### config.mk
export PLATFORM = sky130hd
export DESIGN_NAME = btbc_core
export DESIGN_NICKNAME = d
export VERILOG_FILES = /design/src/logic/btbc_pkg.sv /design/src/logic/btbc_core.sv
export SDC_FILE = /design/constraint.sdc
export NUM_CORES = 1
export LEC_CHECK = 0
export BUFFER_PORTS_ARGS = -buffer_cell sky130_fd_sc_hd__buf_4
export CAP_MARGIN = 10
export CORE_MARGIN = 5
export CORE_UTILIZATION = 30
export CTS_CLUSTER_SIZE = 8
export DETAILED_ROUTE_END_ITERATION = 7
export SYNTH_ARGS = -nofsm -noshare
export SYNTH_HDL_FRONTEND = slang
export SYNTH_SLANG_ARGS = --single-unit
### constraint.sdc
create_clock -name REF_CLK -period 3.4 [get_ports REF_CLK]
set_clock_uncertainty 0.05 [all_clocks]
set_input_delay 1.02 -clock REF_CLK [delete_from_list [all_inputs] [get_ports REF_CLK]]
set_output_delay 1.02 -clock REF_CLK [all_outputs]
set_load 0.02 [all_outputs]
### src/logic/btbc_pkg.sv
// package for the toggle/branch/call execution block
// assumes a 21-bit byte program counter and 12-bit data addresses
package btbc_pkg;
  localparam int PC_W = 21;
  localparam int DA_W = 12;
  localparam logic [3:0] TOGGLE_NIB = 4'h7;
  localparam logic [7:0] OVF_BR_HI = 8'hE4;
  localparam logic [7:0] ZERO_BR_HI = 8'hE0;
  localparam logic [6:0] CALL_HI7 = 7'h76;
  localparam logic [3:0] CALL2_NIB = 4'hF;
  localparam logic [3:0] ACCESS_BANK = 4'h0;
  localparam logic [7:0] ACCESS_SPLIT = 8'h80;
  localparam logic [3:0] ACCESS_HIGH_BANK = 4'hF;
  localparam logic [PC_W-1:0] PC_STEP = 21'h000002;
  localparam logic [PC_W-1:0] CALL_RET_OFS = 21'h000004;
  localparam logic [1:0] Q_LAST = 2'h3;
  typedef enum logic [1:0] {
    ST_EXEC  = 2'b00,
    ST_FLUSH = 2'b01,
    ST_CALL2 = 2'b10
  } btbc_state_type;
endpackage

### src/logic/btbc_core.sv
// execution of bit toggle, two conditional branches and long call
// assumes instr word is valid at phase 0 of each instruction cycle,
// and that data memory reads combinationally at the presented address
//
// Operation
// [RULE_01] toggle inverts only selected data bit
// [RULE_02] access flag 0 selects access bank
// [RULE_03] access flag 1 uses bank select
// [RULE_04] overflow branch decoded from upper byte E4
// [RULE_05] overflow branch taken only when flag set
// [RULE_06] zero branch decoded from upper byte E0
// [RULE_07] zero branch taken only when flag set
// [RULE_08] taken target is pc plus 2n
// [RULE_09] branch one cycle, two when taken
// [RULE_10] call pushes address plus four
// [RULE_11] shadow flag 1 saves three registers
// [RULE_12] shadow flag 0 leaves shadows unchanged
// [RULE_13] call target loads pc bits 20..1
// [RULE_14] call encoded in two words
// [RULE_15] call always takes two cycles
// [RULE_16] call reaches whole 2 Mbyte space
// [RULE_17] flags untouched, toggle one cycle
// [RULE_18] untaken branch advances two bytes
`timescale 1ns/100ps
`default_nettype none
module btbc_core (
  input wire logic REF_CLK,
  input wire logic RESETN,
  input wire logic [15:0] INSTR,
  input wire logic [7:0] WORKING_REG,
  input wire logic [7:0] FLAGS_REG,
  input wire logic [3:0] BANK_SELECT_REG,
  input wire logic [7:0] DMEM_RDATA,
  output logic [btbc_pkg::DA_W-1:0] DMEM_ADDR,
  output logic [7:0] DMEM_WDATA,
  output logic DMEM_WE,
  output logic [btbc_pkg::PC_W-1:0] PC,
  output logic [1:0] Q_PHASE,
  output logic [btbc_pkg::PC_W-1:0] RETURN_STACK_TOP,
  output logic STACK_PUSH,
  output logic [7:0] WORKING_SHADOW,
  output logic [7:0] FLAGS_SHADOW,
  output logic [3:0] BANK_SELECT_SHADOW,
  output logic ILLEGAL_OP
);
  import btbc_pkg::*;

  // ----------------------------------------
  // phase counter and decode
  // ----------------------------------------
  logic [1:0] q_q;
  btbc_state_type st_q;
  logic [PC_W-1:0] pc_q;
  logic [7:0] call_lo_q;
  logic call_s_q;
  logic is_toggle, is_ovf_br, is_zero_br, is_call, is_call2, taken, acc;
  logic [2:0] bit_sel;
  logic [PC_W-1:0] br_tgt, seq_pc;
  // status bits: zero at bit 2, overflow at bit 3
  logic flag_z, flag_ov;

  assign flag_z = FLAGS_REG[2];
  assign flag_ov = FLAGS_REG[3];
  assign is_toggle = (INSTR[15:12] == TOGGLE_NIB); // RULE_01
  assign is_ovf_br = (INSTR[15:8] == OVF_BR_HI); // RULE_04
  assign is_zero_br = (INSTR[15:8] == ZERO_BR_HI); // RULE_06
  assign is_call = (INSTR[15:9] == CALL_HI7); // RULE_14
  assign is_call2 = (INSTR[15:12] == CALL2_NIB); // RULE_14
  assign taken = (is_ovf_br && flag_ov) || (is_zero_br && flag_z); // RULE_05 RULE_07
  assign bit_sel = INSTR[11:9];
  assign acc = INSTR[8];
  assign seq_pc = pc_q + PC_STEP; // RULE_18
  // pc still points at the branch itself, hence the extra step
  assign br_tgt = seq_pc + {{12{INSTR[7]}}, INSTR[7:0], 1'b0}; // RULE_08

  always_ff @(posedge REF_CLK or negedge RESETN) begin
    if (!RESETN) begin
      q_q <= 2'h0;
    end else begin
      q_q <= q_q + 2'h1;
    end
  end

  // ----------------------------------------
  // sequencing and program counter
  // ----------------------------------------
  // flags input is only read, never written: nothing here alters status
  always_ff @(posedge REF_CLK or negedge RESETN) begin
    if (!RESETN) begin
      st_q <= ST_EXEC;
      pc_q <= '0;
      call_lo_q <= 8'h00;
      call_s_q <= 1'b0;
    end else if (q_q == Q_LAST) begin
      unique case (st_q)
        ST_EXEC: begin
          if (taken) begin
            pc_q <= br_tgt; // RULE_08
            st_q <= ST_FLUSH; // RULE_09
          end else if (is_call) begin
            call_lo_q <= INSTR[7:0];
            call_s_q <= INSTR[8];
            pc_q <= seq_pc;
            st_q <= ST_CALL2; // RULE_15
          end else begin
            pc_q <= seq_pc; // RULE_09 RULE_17 RULE_18
          end
        end
        ST_FLUSH: begin
          pc_q <= seq_pc; // RULE_09
          st_q <= ST_EXEC;
        end
        ST_CALL2: begin
          // second word always consumed as a no-op cycle
          pc_q <= {INSTR[11:0], call_lo_q, 1'b0}; // RULE_13 RULE_16
          st_q <= ST_EXEC; // RULE_15
        end
        default: st_q <= ST_EXEC;
      endcase
    end
  end

  // ----------------------------------------
  // return stack push and shadow save
  // ----------------------------------------
  always_ff @(posedge REF_CLK or negedge RESETN) begin
    if (!RESETN) begin
      RETURN_STACK_TOP <= '0;
      STACK_PUSH <= 1'b0;
      WORKING_SHADOW <= 8'h00;
      FLAGS_SHADOW <= 8'h00;
      BANK_SELECT_SHADOW <= 4'h0;
    end else begin
      STACK_PUSH <= 1'b0;
      if (q_q == Q_LAST && st_q == ST_EXEC && !taken && is_call) begin
        RETURN_STACK_TOP <= pc_q + CALL_RET_OFS; // RULE_10
        STACK_PUSH <= 1'b1; // RULE_10
        if (INSTR[8]) begin
          WORKING_SHADOW <= WORKING_REG; // RULE_11
          FLAGS_SHADOW <= FLAGS_REG; // RULE_11
          BANK_SELECT_SHADOW <= BANK_SELECT_REG; // RULE_11
        end // otherwise shadows hold: RULE_12
      end
    end
  end

  // ----------------------------------------
  // bit toggle data path
  // ----------------------------------------
  logic tog_act;
  logic [DA_W-1:0] addr_d;
  assign tog_act = (st_q == ST_EXEC) && is_toggle;
  always_comb begin
    if (!acc) begin
      // low half of access bank is ram, high half the sfr page
      addr_d = {(INSTR[7:0] < ACCESS_SPLIT) ? ACCESS_BANK
                : ACCESS_HIGH_BANK, INSTR[7:0]}; // RULE_02
    end else begin
      addr_d = {BANK_SELECT_REG, INSTR[7:0]}; // RULE_03
    end
  end

  always_ff @(posedge REF_CLK or negedge RESETN) begin
    if (!RESETN) begin
      DMEM_ADDR <= '0;
      DMEM_WDATA <= 8'h00;
      DMEM_WE <= 1'b0;
    end else begin
      DMEM_WE <= 1'b0;
      DMEM_ADDR <= addr_d;
      if (tog_act && q_q == 2'h2) begin
        DMEM_WDATA <= DMEM_RDATA ^ (8'h01 << bit_sel); // RULE_01
        DMEM_WE <= 1'b1; // RULE_17
      end
    end
  end

  always_ff @(posedge REF_CLK or negedge RESETN) begin
    if (!RESETN) begin
      ILLEGAL_OP <= 1'b0;
    end else begin
      ILLEGAL_OP <= (st_q == ST_CALL2) && !is_call2;
    end
  end

  assign PC = pc_q;
  assign Q_PHASE = q_q;

  // ----------------------------------------
  // checks
  // ----------------------------------------
  // ----------------------------------------
  // toggle checks
  // ----------------------------------------
  // read data is taken one edge before the write strobe shows
  chk_toggle_bit: assert property ( // RULE_01
    @(posedge REF_CLK) disable iff (!RESETN)
    DMEM_WE |-> $countones(DMEM_WDATA ^ $past(DMEM_RDATA)) == 1)
    else $error("toggle changed other than one bit");

  // one write per toggle, in the last phase of its own cycle
  chk_toggle_once: assert property ( // RULE_17
    @(posedge REF_CLK) disable iff (!RESETN)
    DMEM_WE |-> q_q == Q_LAST && st_q == ST_EXEC)
    else $error("toggle write outside its cycle");

  chk_access_bank: assert property ( // RULE_02
    @(posedge REF_CLK) disable iff (!RESETN)
    (!acc && INSTR[7] == 1'b0) |=> DMEM_ADDR[11:8] == ACCESS_BANK)
    else $error("access bank not used");

  chk_bank_sel: assert property ( // RULE_03
    @(posedge REF_CLK) disable iff (!RESETN)
    acc |=> DMEM_ADDR[11:8] == $past(BANK_SELECT_REG))
    else $error("bank select ignored");

  // ----------------------------------------
  // branch checks
  // ----------------------------------------
  // opcode written out here so a wrong package value shows up
  chk_ovf_decode: assert property ( // RULE_04
    @(posedge REF_CLK) disable iff (!RESETN)
    (INSTR[15:8] == 8'hE4) |-> is_ovf_br && !is_zero_br && !is_toggle)
    else $error("overflow branch not decoded");

  chk_zero_decode: assert property ( // RULE_06
    @(posedge REF_CLK) disable iff (!RESETN)
    (INSTR[15:8] == 8'hE0) |-> is_zero_br && !is_ovf_br && !is_call)
    else $error("zero branch not decoded");

  chk_ovf_taken: assert property ( // RULE_05
    @(posedge REF_CLK) disable iff (!RESETN)
    (q_q == Q_LAST && st_q == ST_EXEC && is_ovf_br && flag_ov)
    |=> st_q == ST_FLUSH)
    else $error("overflow branch not taken");

  chk_zero_taken: assert property ( // RULE_07
    @(posedge REF_CLK) disable iff (!RESETN)
    (q_q == Q_LAST && st_q == ST_EXEC && is_zero_br && flag_z)
    |=> st_q == ST_FLUSH)
    else $error("zero branch not taken");

  // offset rebuilt from the word, not from the adder above
  chk_branch_ofs: assert property ( // RULE_08
    @(posedge REF_CLK) disable iff (!RESETN)
    (q_q == Q_LAST && st_q == ST_EXEC && taken)
    |=> pc_q == $past(pc_q) + PC_STEP
    + {{12{$past(INSTR[7])}}, $past(INSTR[7:0]), 1'b0})
    else $error("branch target wrong");

  chk_branch_seq: assert property ( // RULE_18
    @(posedge REF_CLK) disable iff (!RESETN)
    (q_q == Q_LAST && st_q == ST_EXEC && (is_zero_br || is_ovf_br)
    && !taken) |=> pc_q == $past(pc_q) + PC_STEP && st_q == ST_EXEC)
    else $error("untaken branch did not step");

  // four clocks make one instruction cycle of no-operation
  chk_flush_len: assert property ( // RULE_09
    @(posedge REF_CLK) disable iff (!RESETN)
    $rose(st_q == ST_FLUSH) |-> (st_q == ST_FLUSH)[*4] ##1 st_q == ST_EXEC)
    else $error("flush cycle length wrong");

  // ----------------------------------------
  // call checks
  // ----------------------------------------
  chk_call_push: assert property ( // RULE_10
    @(posedge REF_CLK) disable iff (!RESETN)
    STACK_PUSH |-> RETURN_STACK_TOP == $past(pc_q) + CALL_RET_OFS
    && st_q == ST_CALL2)
    else $error("bad return address");

  // shadows are written on the edge just before the push shows
  chk_shadow_save: assert property ( // RULE_11
    @(posedge REF_CLK) disable iff (!RESETN)
    (STACK_PUSH && call_s_q) |-> WORKING_SHADOW == $past(WORKING_REG)
    && FLAGS_SHADOW == $past(FLAGS_REG)
    && BANK_SELECT_SHADOW == $past(BANK_SELECT_REG))
    else $error("shadow not saved");

  chk_shadow_hold: assert property ( // RULE_12
    @(posedge REF_CLK) disable iff (!RESETN)
    (STACK_PUSH && !call_s_q) |-> $stable(WORKING_SHADOW)
    && $stable(FLAGS_SHADOW) && $stable(BANK_SELECT_SHADOW))
    else $error("shadow changed without flag");

  chk_call_target: assert property ( // RULE_13
    @(posedge REF_CLK) disable iff (!RESETN)
    (q_q == Q_LAST && st_q == ST_CALL2) |=> st_q == ST_EXEC
    && pc_q == {$past(INSTR[11:0]), call_lo_q, 1'b0})
    else $error("call target wrong");

  // a bad second word is only flagged; the core above decides
  chk_call_word2: assert property ( // RULE_14
    @(posedge REF_CLK) disable iff (!RESETN)
    (q_q == Q_LAST && st_q == ST_CALL2)
    |=> ILLEGAL_OP == ($past(INSTR[15:12]) != CALL2_NIB))
    else $error("second call word not checked");

  chk_call_len: assert property ( // RULE_15
    @(posedge REF_CLK) disable iff (!RESETN)
    $rose(st_q == ST_CALL2) |-> (st_q == ST_CALL2)[*4] ##1 st_q == ST_EXEC)
    else $error("call length wrong");

  chk_call_reach: assert property ( // RULE_16
    @(posedge REF_CLK) disable iff (!RESETN)
    (q_q == Q_LAST && st_q == ST_CALL2)
    |=> pc_q[20:13] == $past(INSTR[11:4]))
    else $error("call target upper bits lost");
endmodule
`default_nettype wire

==> metrics.yaml, run 1 <==
outcome:
  outcome: "complete, no violations"
setup_path:
  crit_path_end_kind: "flip-flop"
  cpMostUsedCell: "or3_4"
  cp_cell_sequence: "nand4_2 > or3_4 > or3_4 > xnor2_2 > ha_4 > a211o_1 > a2111oi_4 > a21oi_1 > o21ba_2 > o2111a_1 > a211oi_1"
  slowest_stage: "or3_4"
  critPathMaxFanout: 7
  r2r_end: "PC[20]$_DFFE_PN0P_"
  rrSetupSlack_ps: 150
  crit_type: "flip-flop to flip-flop"
  reg2reg_from: "PC[4]$_DFFE_PN0P_"
  critPathMaxStageDelay_ps: 420
  ff2ff_path_depth: 11
  cp-start-kind: "flip-flop"
  crit_arrival_ps: 3470
  cp.required_ps: 3610
yosys:
  synth_edf_count: 0
  postSynth.asyncResetShare_pct: 100
  synth_cell_type_count: 66
  ys_seq_area_share_pct: 40.6
  synthesis.area_um2: 5850
  synth_seq_cells: 95
  ys.flop_type: "dfrtp_1"
  synth.area.top_cells: "dfrtp_1 41%, ha_1 6.0%, mux2_1 6.0%"
  syn_area_per_cell_um2: 9.35
  netlist.area_leader.share_pct: 40.6
  synth_top_area_cell: "dfrtp_1"
  yosys_warnings: 0
  syn-instance-count: 626
placement:
  place_congestion: 0.879
  place_inst: 1038
  io_buffers: 130
  placed_cell_area_um2: 7430
  place_hpwl_mm: 14.2
layout:
  final_cell_mix: "185 x buf_4, 90 x dfrtp_1, 61 x nor2_1"
  layout-drive-gt1-share_pct: 30.4
  n_antenna_cell: 0
  seqCellArea_um2: 2380
  final_common_cell: "buf_4"
  multi_input_area_um2: 3400
  nets: 862
  fin_cells: 1057
  n_fill_cell: 1938
  layout-area-overhead-vs-synth_pct: 34.6
  final_cell_area_um2: 7880
global_route:
  antenna_found_initial: 0
  grt_first_pass_wirelength_mm: 28.9
  grt_overflow: 0
  grt_max_degree: 52
  grt_usage_pct: 16.5
  grt_pass1_vias: 5196
route:
  viasPerCell: 4.99
  drt_wl_total_mm: 18.5
  vias: 5270
  dr.first_iter.drc_count: 317
  firstDrtPassIters: 6
  detail_route.drc_violations: 0
  drtAntennaViolNets: 0
  route.detailed.wl_per_inst_um: 17.5
flow_run:
  maxCapViolCount: 0
clock_network:
  cts_sinks: 95
  clockBufferDepth: 2
  h-tree-depth: 3
  clockRootBuffer: "clkbuf_16"
  cts_hold_buffers: 0
  cts_tree: "done"
  numCtsBuffers: 9
  insertion_delay_ps: 350
  clkTransAtPathRegs_ps: 70
floorplan:
  dieWidth_um: 150
  num_rows: 51
  start_util_pct: 30.3
  die-area_um2: 22400
  die-height_um: 150
  ios: 133
  coreArea_um2: 19300
timing:
  worstMarginPinSlew_ps: 820
  fin_crit_ps: 3250
  max_clock_freq_mhz: 308
  min_period_over_period_pct: 95.6
  setup_violations: 0
  relSlewSlack_pct: 45.2
  hold_violations: 0
  hold_slack_ps: 428
  maxSlewViolCount: 0
min_path:
  hold_end: "Q_PHASE[0]$_DFF_PN0_"
  hold_path_class: "flip-flop to flip-flop"
  holdPathStages: 1
  hp-start: "Q_PHASE[0]$_DFF_PN0_"
pwr:
  peakVddDrop_mv: 0.280
  p_leak_nw: 3.67
  powerDensity_nw_per_um2: 615
  p_total_mw: 4.85
## through the flow
stage | setup slack [ps] | util [%] | TNS [ps]
detailed placement | 38.0 | 38.4 | 0
CTS | 56.0 | 39.9 | 0
floorplan | 11.3 | - | 0
finish | 149 | 40.8 | 0
global route | -29.3 | 40.8 | -35.4
global placement | 18.6 | 38.4 | 0
## worst max-delay path by stage
stage / start / endpoint / slack [ps] / cells after the start
4_1_cts: PC[4]$_DFFE_PN0P_ / PC[20]$_DFFE_PN0P_ / 60 / 11
2_1_floorplan: PC[3]$_DFFE_PN0P_ / PC[20]$_DFFE_PN0P_ / 10 / 12
5_1_grt: PC[6]$_DFFE_PN0P_ / PC[20]$_DFFE_PN0P_ / -30 / 12
6_report: PC[4]$_DFFE_PN0P_ / PC[20]$_DFFE_PN0P_ / 150 / 11
3_5_place_dp: INSTR[0] / PC[19]$_DFFE_PN0P_ / 40 / 10
3_3_place_gp: INSTR[0] / PC[19]$_DFFE_PN0P_ / 20 / 10
## layer usage
metal | vias up | GRT usage, % | share of wire, %
met4 | 0 | 6.13 | 2.3
met5 | - | 0 | 0
met1 | 2517 | 22.9 | 47
li1 | 2558 | - | -
met2 | 171 | 26.3 | 45
met3 | 24 | 2.45 | 6.2
## synthesized netlist by cell type (3+ instances only)
cell type	count
o21ai_0	12
nor2b_1	3
inv_1	10
nor3b_1	3
nand3_1	16
a221oi_1	3
nor2_1	64
o21ai_1	21
xor2_1	29
buf_4	3
nand2b_1	4
nand2_1	60
a21oi_1	58
buf_2	8
mux2i_1	4
a22oi_1	9
mux2_1	31
nor3_1	12
clkbuf_1	24
dfrtp_1	95
ha_1	28
nor3_2	4
xnor2_1	29
nand4_1	11
a31oi_1	6
a211oi_1	14
a21o_1	8
or3_1	4
o21a_1	7
## sequential cells by signal, summed over array words and instances (netlist names), 2 cells and up
| signal | flops |
|---|---|
| BANK_SELECT_SHADOW | 4 |
| DMEM_ADDR | 12 |
| DMEM_WDATA | 8 |
| FLAGS_SHADOW | 8 |
| PC | 20 |
| Q_PHASE | 2 |
| RETURN_STACK_TOP | 20 |
| WORKING_SHADOW | 8 |
| call_lo_q | 8 |
| st_q | 2 |
## final cells by class
| cell class | count | share of cell area, % |
|---|---|---|
| flip-flops and latches | 95 | 30.2 |
| inverters | 10 | 0.476 |
| well taps | 265 | 4.21 |
| multi-input cells | 484 | 43.2 |
| clock inverters | 3 | 0.556 |
| repair buffers | 187 | 18.1 |
| clock buffers | 13 | 3.18 |
## worst max-delay path, delay by kind of cell, from the launching register on
kind                     cells  cell delay (ps)
AO/OA/AOI/OAI                6             1380
AND/OR/NAND/NOR              3              970
flip-flops                   1              380
adder cells (fa/ha/maj)      1              200
XOR/XNOR                     1              180
## repair_timing
item                                    CTS  global route
resized for setup                         0            25
hold endpoints to repair                  0             0
endpoints found under the setup margin    0             7
buffers inserted                          0             3
## power by group
part | switching (mW) | internal, mW
combinational | 1.36 | 1.08
clock | 0.441 | 0.592
sequential | 0.109 | 1.27
## cell families (layout without fill, tap and decap cells)
family	count (synthesis)	in the layout	share of synthesized area (%)
adders and majority gates	29	29	6.33
and+or+nand+nor	198	198	16.4
AOI/OAI and AO/OA	162	162	17.6
DFF	95	95	40.6
xor gates and xnor gates	58	58	8.68
buffers and inverters	48	213	3.70
other	1	2	0.0641
muxes	35	35	6.65
No activity file was read; power rests on OpenSTA's default activity.
==> run 2: changes to the inputs <==
==> constraint.sdc (replaced) <==
create_clock -name REF_CLK -period 4.1 [get_ports REF_CLK]
set_clock_uncertainty 0.05 [all_clocks]
set_input_delay 1.23 -clock REF_CLK [delete_from_list [all_inputs] [get_ports REF_CLK]]
set_output_delay 1.23 -clock REF_CLK [all_outputs]
set_load 0.02 [all_outputs]
==> run 2 against run 1 <==
Against the previous run:
- combinational power fell by 34%
- cell count fell by 4.1%
- maximum frequency fell by 12%
- register-to-register slack improved by 280 ps
- core utilization fell by 2.5 points
- worst hold slack improved by 0.99 ps
- sequential cell count did not move
- first-iteration DRC count rose by 0.95%
- critical path depth did not move
- global-route usage fell by 0.62 points
- die area did not move
- cell area fell by 6.2%
- largest cell class unchanged
- highest routed layer unchanged
==> metrics.yaml, run 2 (synthesis gave the netlist of run 1 again) <==
clock_network:
  clkTransAtPathRegs_ps: 70  # about the same
  clockRootBuffer: "clkbuf_16"
  insertion_delay_ps: 350  # about the same
  h-tree-depth: 3  # unchanged
  numCtsBuffers: 9  # unchanged
  cts_sinks: 95  # unchanged
  post_cts_buffers: 0  # unchanged
  cts_resized: 0  # unchanged
  cts_tree: "done"
  cts_hold_buffers: 0  # unchanged
  clockBufferDepth: 2  # unchanged
setup_path:
  rrSetupSlack_ps: 430  # +280 ps
  r2r_end: "PC[20]$_DFFE_PN0P_"
  crit_type: "flip-flop to flip-flop"
  crit_path_end_kind: "flip-flop"
  critPathLaunch: "PC[4]$_DFFE_PN0P_"
  critPathMaxFanout: 11  # +4
  cp.required_ps: 4320  # +710 ps
  crit_end: "PC[20]$_DFFE_PN0P_"
  reg2reg_from: "PC[4]$_DFFE_PN0P_"
  crit_arrival_ps: 3890  # +420 ps
  ff2ff_path_depth: 11  # unchanged
  cp-start-kind: "flip-flop"
flow_run:
  maxCapViolCount: 0  # unchanged
global_route:
  grt_overflow: 0  # unchanged
  grt_max_degree: 53  # +1.9%
  grt-busiest-layer: "met2"
  grt_usage_pct: 15.9  # -0.62 points
  use_met3_pct: 3.30  # +0.85 points
  grt_first_pass_wirelength_mm: 27.8  # -4.0%
  grt_pass1_vias: 4959  # -4.6%
  antenna_found_initial: 0  # unchanged
  grt.met1_usage_pct: 21.7  # -1.2 points
  use_met2_pct: 25.5  # -0.81 points
timing:
  max_clock_freq_mhz: 272  # -12%
  rsz0062_at_grt: "no"
  maxSlewViolCount: 0  # unchanged
  min_period_over_period_pct: 89.6  # -6.0 points
  worstMarginPinSlew_ps: 848  # +28.7 ps
  setup_violations: 0  # unchanged
  finalSetupTns_ps: 0  # unchanged
  fin_crit_ps: 3670  # +423 ps
  relSlewSlack_pct: 43.3  # -1.9 points
  hold_violations: 0  # unchanged
layout:
  n_fill_cell: 1967  # +1.5%
  final_common_cell: "buf_4"
  layout-drive-gt1-share_pct: 23.4  # -7.1 points
  n_antenna_cell: 0  # unchanged
  multi_input_area_um2: 3270  # -4.1%
  nets: 819  # -5.0%
  final_cell_area_um2: 7390  # -6.2%
  seqCellArea_um2: 2380  # -0.26%
  final_util_pct: 38.2  # -2.5 points
  layout-area-overhead-vs-synth_pct: 26.3
  final_cell_mix: "143 x buf_4, 95 x dfrtp_1, 64 x nor2_1"
  fin_cells: 1014  # -4.1%
min_path:
  holdPathStages: 1  # unchanged
  hold_path_class: "flip-flop to flip-flop"
floorplan:
  die-area_um2: 22400  # unchanged
  dieWidth_um: 150  # unchanged
  num_rows: 51  # unchanged
  ios: 133  # unchanged
  die-height_um: 150  # unchanged
  coreArea_um2: 19300  # unchanged
  start_util_pct: 30.3  # unchanged
route:
  viasPerCell: 5.06  # +1.6%
  dr.first_iter.drc_count: 320  # +0.95%
  vias: 5135  # -2.6%
  drtAntennaViolNets: 0  # unchanged
  detail_route.drc_violations: 0  # unchanged
  drt_wl_total_mm: 17.9  # -3.1%
  route.detailed.wl_per_inst_um: 17.6  # +0.97%
  firstDrtPassIters: 5  # -1
pwr:
  p_leak_nw: 3.43  # -6.5%
  peakVddDrop_mv: 0.276  # -1.6%
  powerDensity_nw_per_um2: 496  # -19%
outcome:
  outcome: "complete, no violations"
placement:
  placed_cell_area_um2: 7110  # -4.3%
  place_congestion: 0.897  # +2.0%
  place_hpwl_mm: 13.5  # -4.9%
  io_buffers: 130  # unchanged
  place_inst: 998  # -3.9%
## run 2: area by class of cell
cell class                 count  share of cell area [%]
sequential                    95                    32.2
clock buffer                   9                    3.05
timing repair buffer         144                    14.8
clock inverter                 7                   0.829
inverter                      10                   0.508
multi-input combinational    484                    44.2
tap                          265                    4.49
## run 2: worst min-delay path by stage
| stage | start | end | slack [ps] |
|---|---|---|---|
| detailed placement | RETURN_STACK_TOP[1]$_DFFE_PN0P_ | RETURN_STACK_TOP[1]$_DFFE_PN0P_ | 430 |
| CTS | Q_PHASE[0]$_DFF_PN0_ | Q_PHASE[0]$_DFF_PN0_ | 440 |
| global route | WORKING_SHADOW[4]$_DFFE_PN0P_ | WORKING_SHADOW[4]$_DFFE_PN0P_ | 460 |
| floorplan | call_lo_q[1]$_DFFE_PN0P_ | call_lo_q[1]$_DFFE_PN0P_ | 410 |
| finish | Q_PHASE[0]$_DFF_PN0_ | Q_PHASE[0]$_DFF_PN0_ | 430 |
| global placement | Q_PHASE[0]$_DFF_PN0_ | Q_PHASE[0]$_DFF_PN0_ | 420 |
## run 2: report_power, final
part	switching, mW	internal [mW]
sequential	0.185	1.04
combinational	0.934	0.674
clock	0.404	0.425
## run 2: worst max-delay path: stages, from the launching register on
cell and delay [ps]:
dfrtp_1 570, nand4_2 220, or3_1 470, or3_4 420
xnor2_1 140, ha_1 280, a211o_1 260, a2111oi_2 420
a21oi_1 120, o21ba_2 220, o2111a_1 220, a211oi_1 200
## run 2: per-stage QoR
step	total power [mW]	hold slack (ps)	setup slack (ps)
finish	3.67	429	425
global placement	2.83	415	304
detailed placement	2.84	428	247
CTS	3.69	439	417
floorplan	2.29	407	601
global route	3.92	465	92.3
## run 2: layer usage
metal	wire length, um	vias to the layer above
li1	-	2468
met1	7960	2450
met2	8230	201
met3	1450	16
met4	251	0
met5	0	-
==> run 3: changes to the inputs <==
--- a/config.mk
+++ b/config.mk
@@ -5,12 +5,12 @@
 export SDC_FILE = /design/constraint.sdc
 export NUM_CORES = 1
 export LEC_CHECK = 0
-export BUFFER_PORTS_ARGS = -buffer_cell sky130_fd_sc_hd__buf_4
 export CAP_MARGIN = 10
 export CORE_MARGIN = 5
 export CORE_UTILIZATION = 30
 export CTS_CLUSTER_SIZE = 8
 export DETAILED_ROUTE_END_ITERATION = 7
+export DONT_BUFFER_PORTS = 1
 export SYNTH_ARGS = -nofsm -noshare
 export SYNTH_HDL_FRONTEND = slang
 export SYNTH_SLANG_ARGS = --single-unit
==> run 3 against run 2 <==
Against the previous run:
- critical path depth up 1
- first-iteration DRC count increased by 15%
- sequential cell count did not move
- non-clock buffer count fell by 119
- setup slack lost 48 ps
- clock power is 20% higher
- cell count fell by 12%
- sequential share of layout area rose by 4.2 points
- sequential power barely moved
- total power up 1.3%
- die area stayed put
- worst hold slack gained 16 ps
- critical path type unchanged
==> metrics.yaml, run 3 (synthesis gave the netlist of run 1 again) <==
setup_path:
  cp.required_ps: 4330  # about the same
  critPathMaxFanout: 7  # -4
  cp-start-kind: "flip-flop"
  crit_type: "flip-flop to flip-flop"
  reg2reg_from: "PC[5]$_DFFE_PN0P_"
  crit_path_end_kind: "flip-flop"
  crit_arrival_ps: 3950  # +60 ps
  critPathLaunch: "PC[5]$_DFFE_PN0P_"
clock_network:
  insertion_delay_ps: 360  # about the same
  h-tree-depth: 3  # unchanged
  clockBufferDepth: 2  # unchanged
  cts_sinks: 95  # unchanged
  numCtsBuffers: 9  # unchanged
  cts_resized: 0  # unchanged
  clkTransAtPathRegs_ps: 80  # about the same
  clockRootBuffer: "clkbuf_16"
  post_cts_buffers: 0  # unchanged
  cts_hold_buffers: 0  # unchanged
  cts_tree: "done"
pwr:
  p_leak_nw: 2.86  # -17%
  peakVddDrop_mv: 0.257  # -6.6%
  p_total_mw: 3.71  # +1.3%
  clkPwrFrac_pct: 26.7  # +4.1 points
  switching_share_pct: 39.9  # -1.6 points
  p_int_mw: 2.23  # +4.1%
  power.sequential.fraction_pct: 33.2  # -0.3 points
  powerDensity_nw_per_um2: 567  # +14%
  p_switching_mw: 1.48  # -2.6%
  p_comb_share_pct: 40.0  # -3.9 points
floorplan:
  num_rows: 51  # unchanged
  ios: 133  # unchanged
  dieWidth_um: 150  # unchanged
  start_util_pct: 30.3  # unchanged
  die-height_um: 150  # unchanged
  coreArea_um2: 19300  # unchanged
  die-area_um2: 22400  # unchanged
global_route:
  grt_first_pass_wirelength_mm: 27.1  # -2.2%
  grt_usage_pct: 15.8  # -0.15 points
  grt_pass1_vias: 4632  # -6.6%
  antenna_found_initial: 1  # +1
  grt_overflow: 0  # unchanged
  grt_max_degree: 96  # +81%
placement:
  place_hpwl_mm: 13.0  # -3.1%
  place_congestion: 0.876  # -2.3%
  place_inst: 879  # -12%
  io_buffers: 0  # -100%
timing:
  rsz0062_at_grt: "no"
  finalSetupTns_ps: 0  # unchanged
  max_clock_freq_mhz: 269  # -1.3%
  fin_crit_ps: 3720  # +47.6 ps
  hold_violations: 0  # unchanged
  min_period_over_period_pct: 90.8  # +1.2 points
  worstMarginPinSlew_ps: 833  # -15.0 ps
  relSlewSlack_pct: 44.3  # +1.0 points
  setup_violations: 0  # unchanged
  maxSlewViolCount: 0  # unchanged
route:
  vias: 4687  # -8.7%
  detail_route.drc_violations: 0  # unchanged
  viasPerCell: 5.24  # +3.4%
  route.detailed.wl_per_inst_um: 19.4  # +10%
  drtAntennaViolNets: 0  # unchanged
  drt_wl_total_mm: 17.4  # -2.8%
  dr.first_iter.drc_count: 369  # +15%
  firstDrtPassIters: 5  # unchanged
layout:
  fin_cells: 895  # -12%
  n_fill_cell: 1991  # +1.2%
  n_antenna_cell: 0  # unchanged
  final_common_cell: "dfrtp_1"
  final_cell_mix: "95 x dfrtp_1, 64 x nor2_1, 60 x nand2_1"
  layout-area-overhead-vs-synth_pct: 11.8
  layout-drive-gt1-share_pct: 8.89  # -14 points
  nets: 700  # -15%
  final_util_pct: 33.9  # -4.4 points
min_path:
  hp-start: "call_lo_q[2]$_DFFE_PN0P_"
  hold_path_class: "flip-flop to flip-flop"
outcome:
  outcome: "complete, no violations"
flow_run:
  maxCapViolCount: 0  # unchanged
## run 3: critical path, stage by stage (launching register included)
cell      delay (ps)
dfrtp_1          490
nand4_2          230
or3_1            490
nor3_1           460
xor2_1           260
ha_1             330
a21o_1           230
a21o_1           180
a21oi_1          190
nand2_1           80
o21ba_2          220
o2111a_1         230
a211oi_1         190
## run 3: final timing paths
kind	to	slack (ps)	cells after the start
worst max-delay path	PC[20]$_DFFE_PN0P_	380	12
max in group asynchronous	FLAGS_SHADOW[5]$_DFFE_PN0P_	3330	0
worst max register to register	PC[20]$_DFFE_PN0P_	380	12
min in group asynchronous	DMEM_ADDR[5]$_DFF_PN0_	510	0
worst min register to register	call_lo_q[2]$_DFFE_PN0P_	440	1
worst min-delay path	call_lo_q[2]$_DFFE_PN0P_	440	1
## run 3: through the flow
step | hold WS, ps | setup WS [ps] | instance area [um^2]
global route | 461 | 69.7 | 6550
global placement | 421 | 451 | 6200
CTS | 442 | 425 | 6550
finish | 445 | 378 | 6550
detailed placement | 425 | 455 | 6200
floorplan | 407 | 601 | 5860
## run 3: power groups by stage
| stage | Clock [mW] | Sequential (mW) | Combinational [mW] |
|---|---|---|---|
| 3_5_place_dp | 0 | 1.25 | 1.47 |
| 6_report | 0.993 | 1.23 | 1.49 |
| 5_1_grt | 1.05 | 1.25 | 1.65 |
| 3_3_place_gp | 0 | 1.25 | 1.48 |
| 2_1_floorplan | 0 | 1.30 | 0.984 |
| 4_1_cts | 1.02 | 1.23 | 1.48 |
## run 3: area by class of cell
cell class	count	area (um^2)	share of cell area [%]
clock buffers	9	225	3.44
clock inverters	7	120	1.84
inverters	10	37.5	0.574
multi-input cells	484	3270	49.9
flip-flops and latches	95	2380	36.3
well taps	265	332	5.07
repair buffers	25	188	2.87
## run 3: layer usage
layer  up-vias  GRT usage (%)  share of wire [%]
met4         0           6.40                2.8
met1      2233           20.0                 41
met2       188           24.6                 45
met3        30           5.51                 11
li1       2236              -                  -
met5         -              0                  0
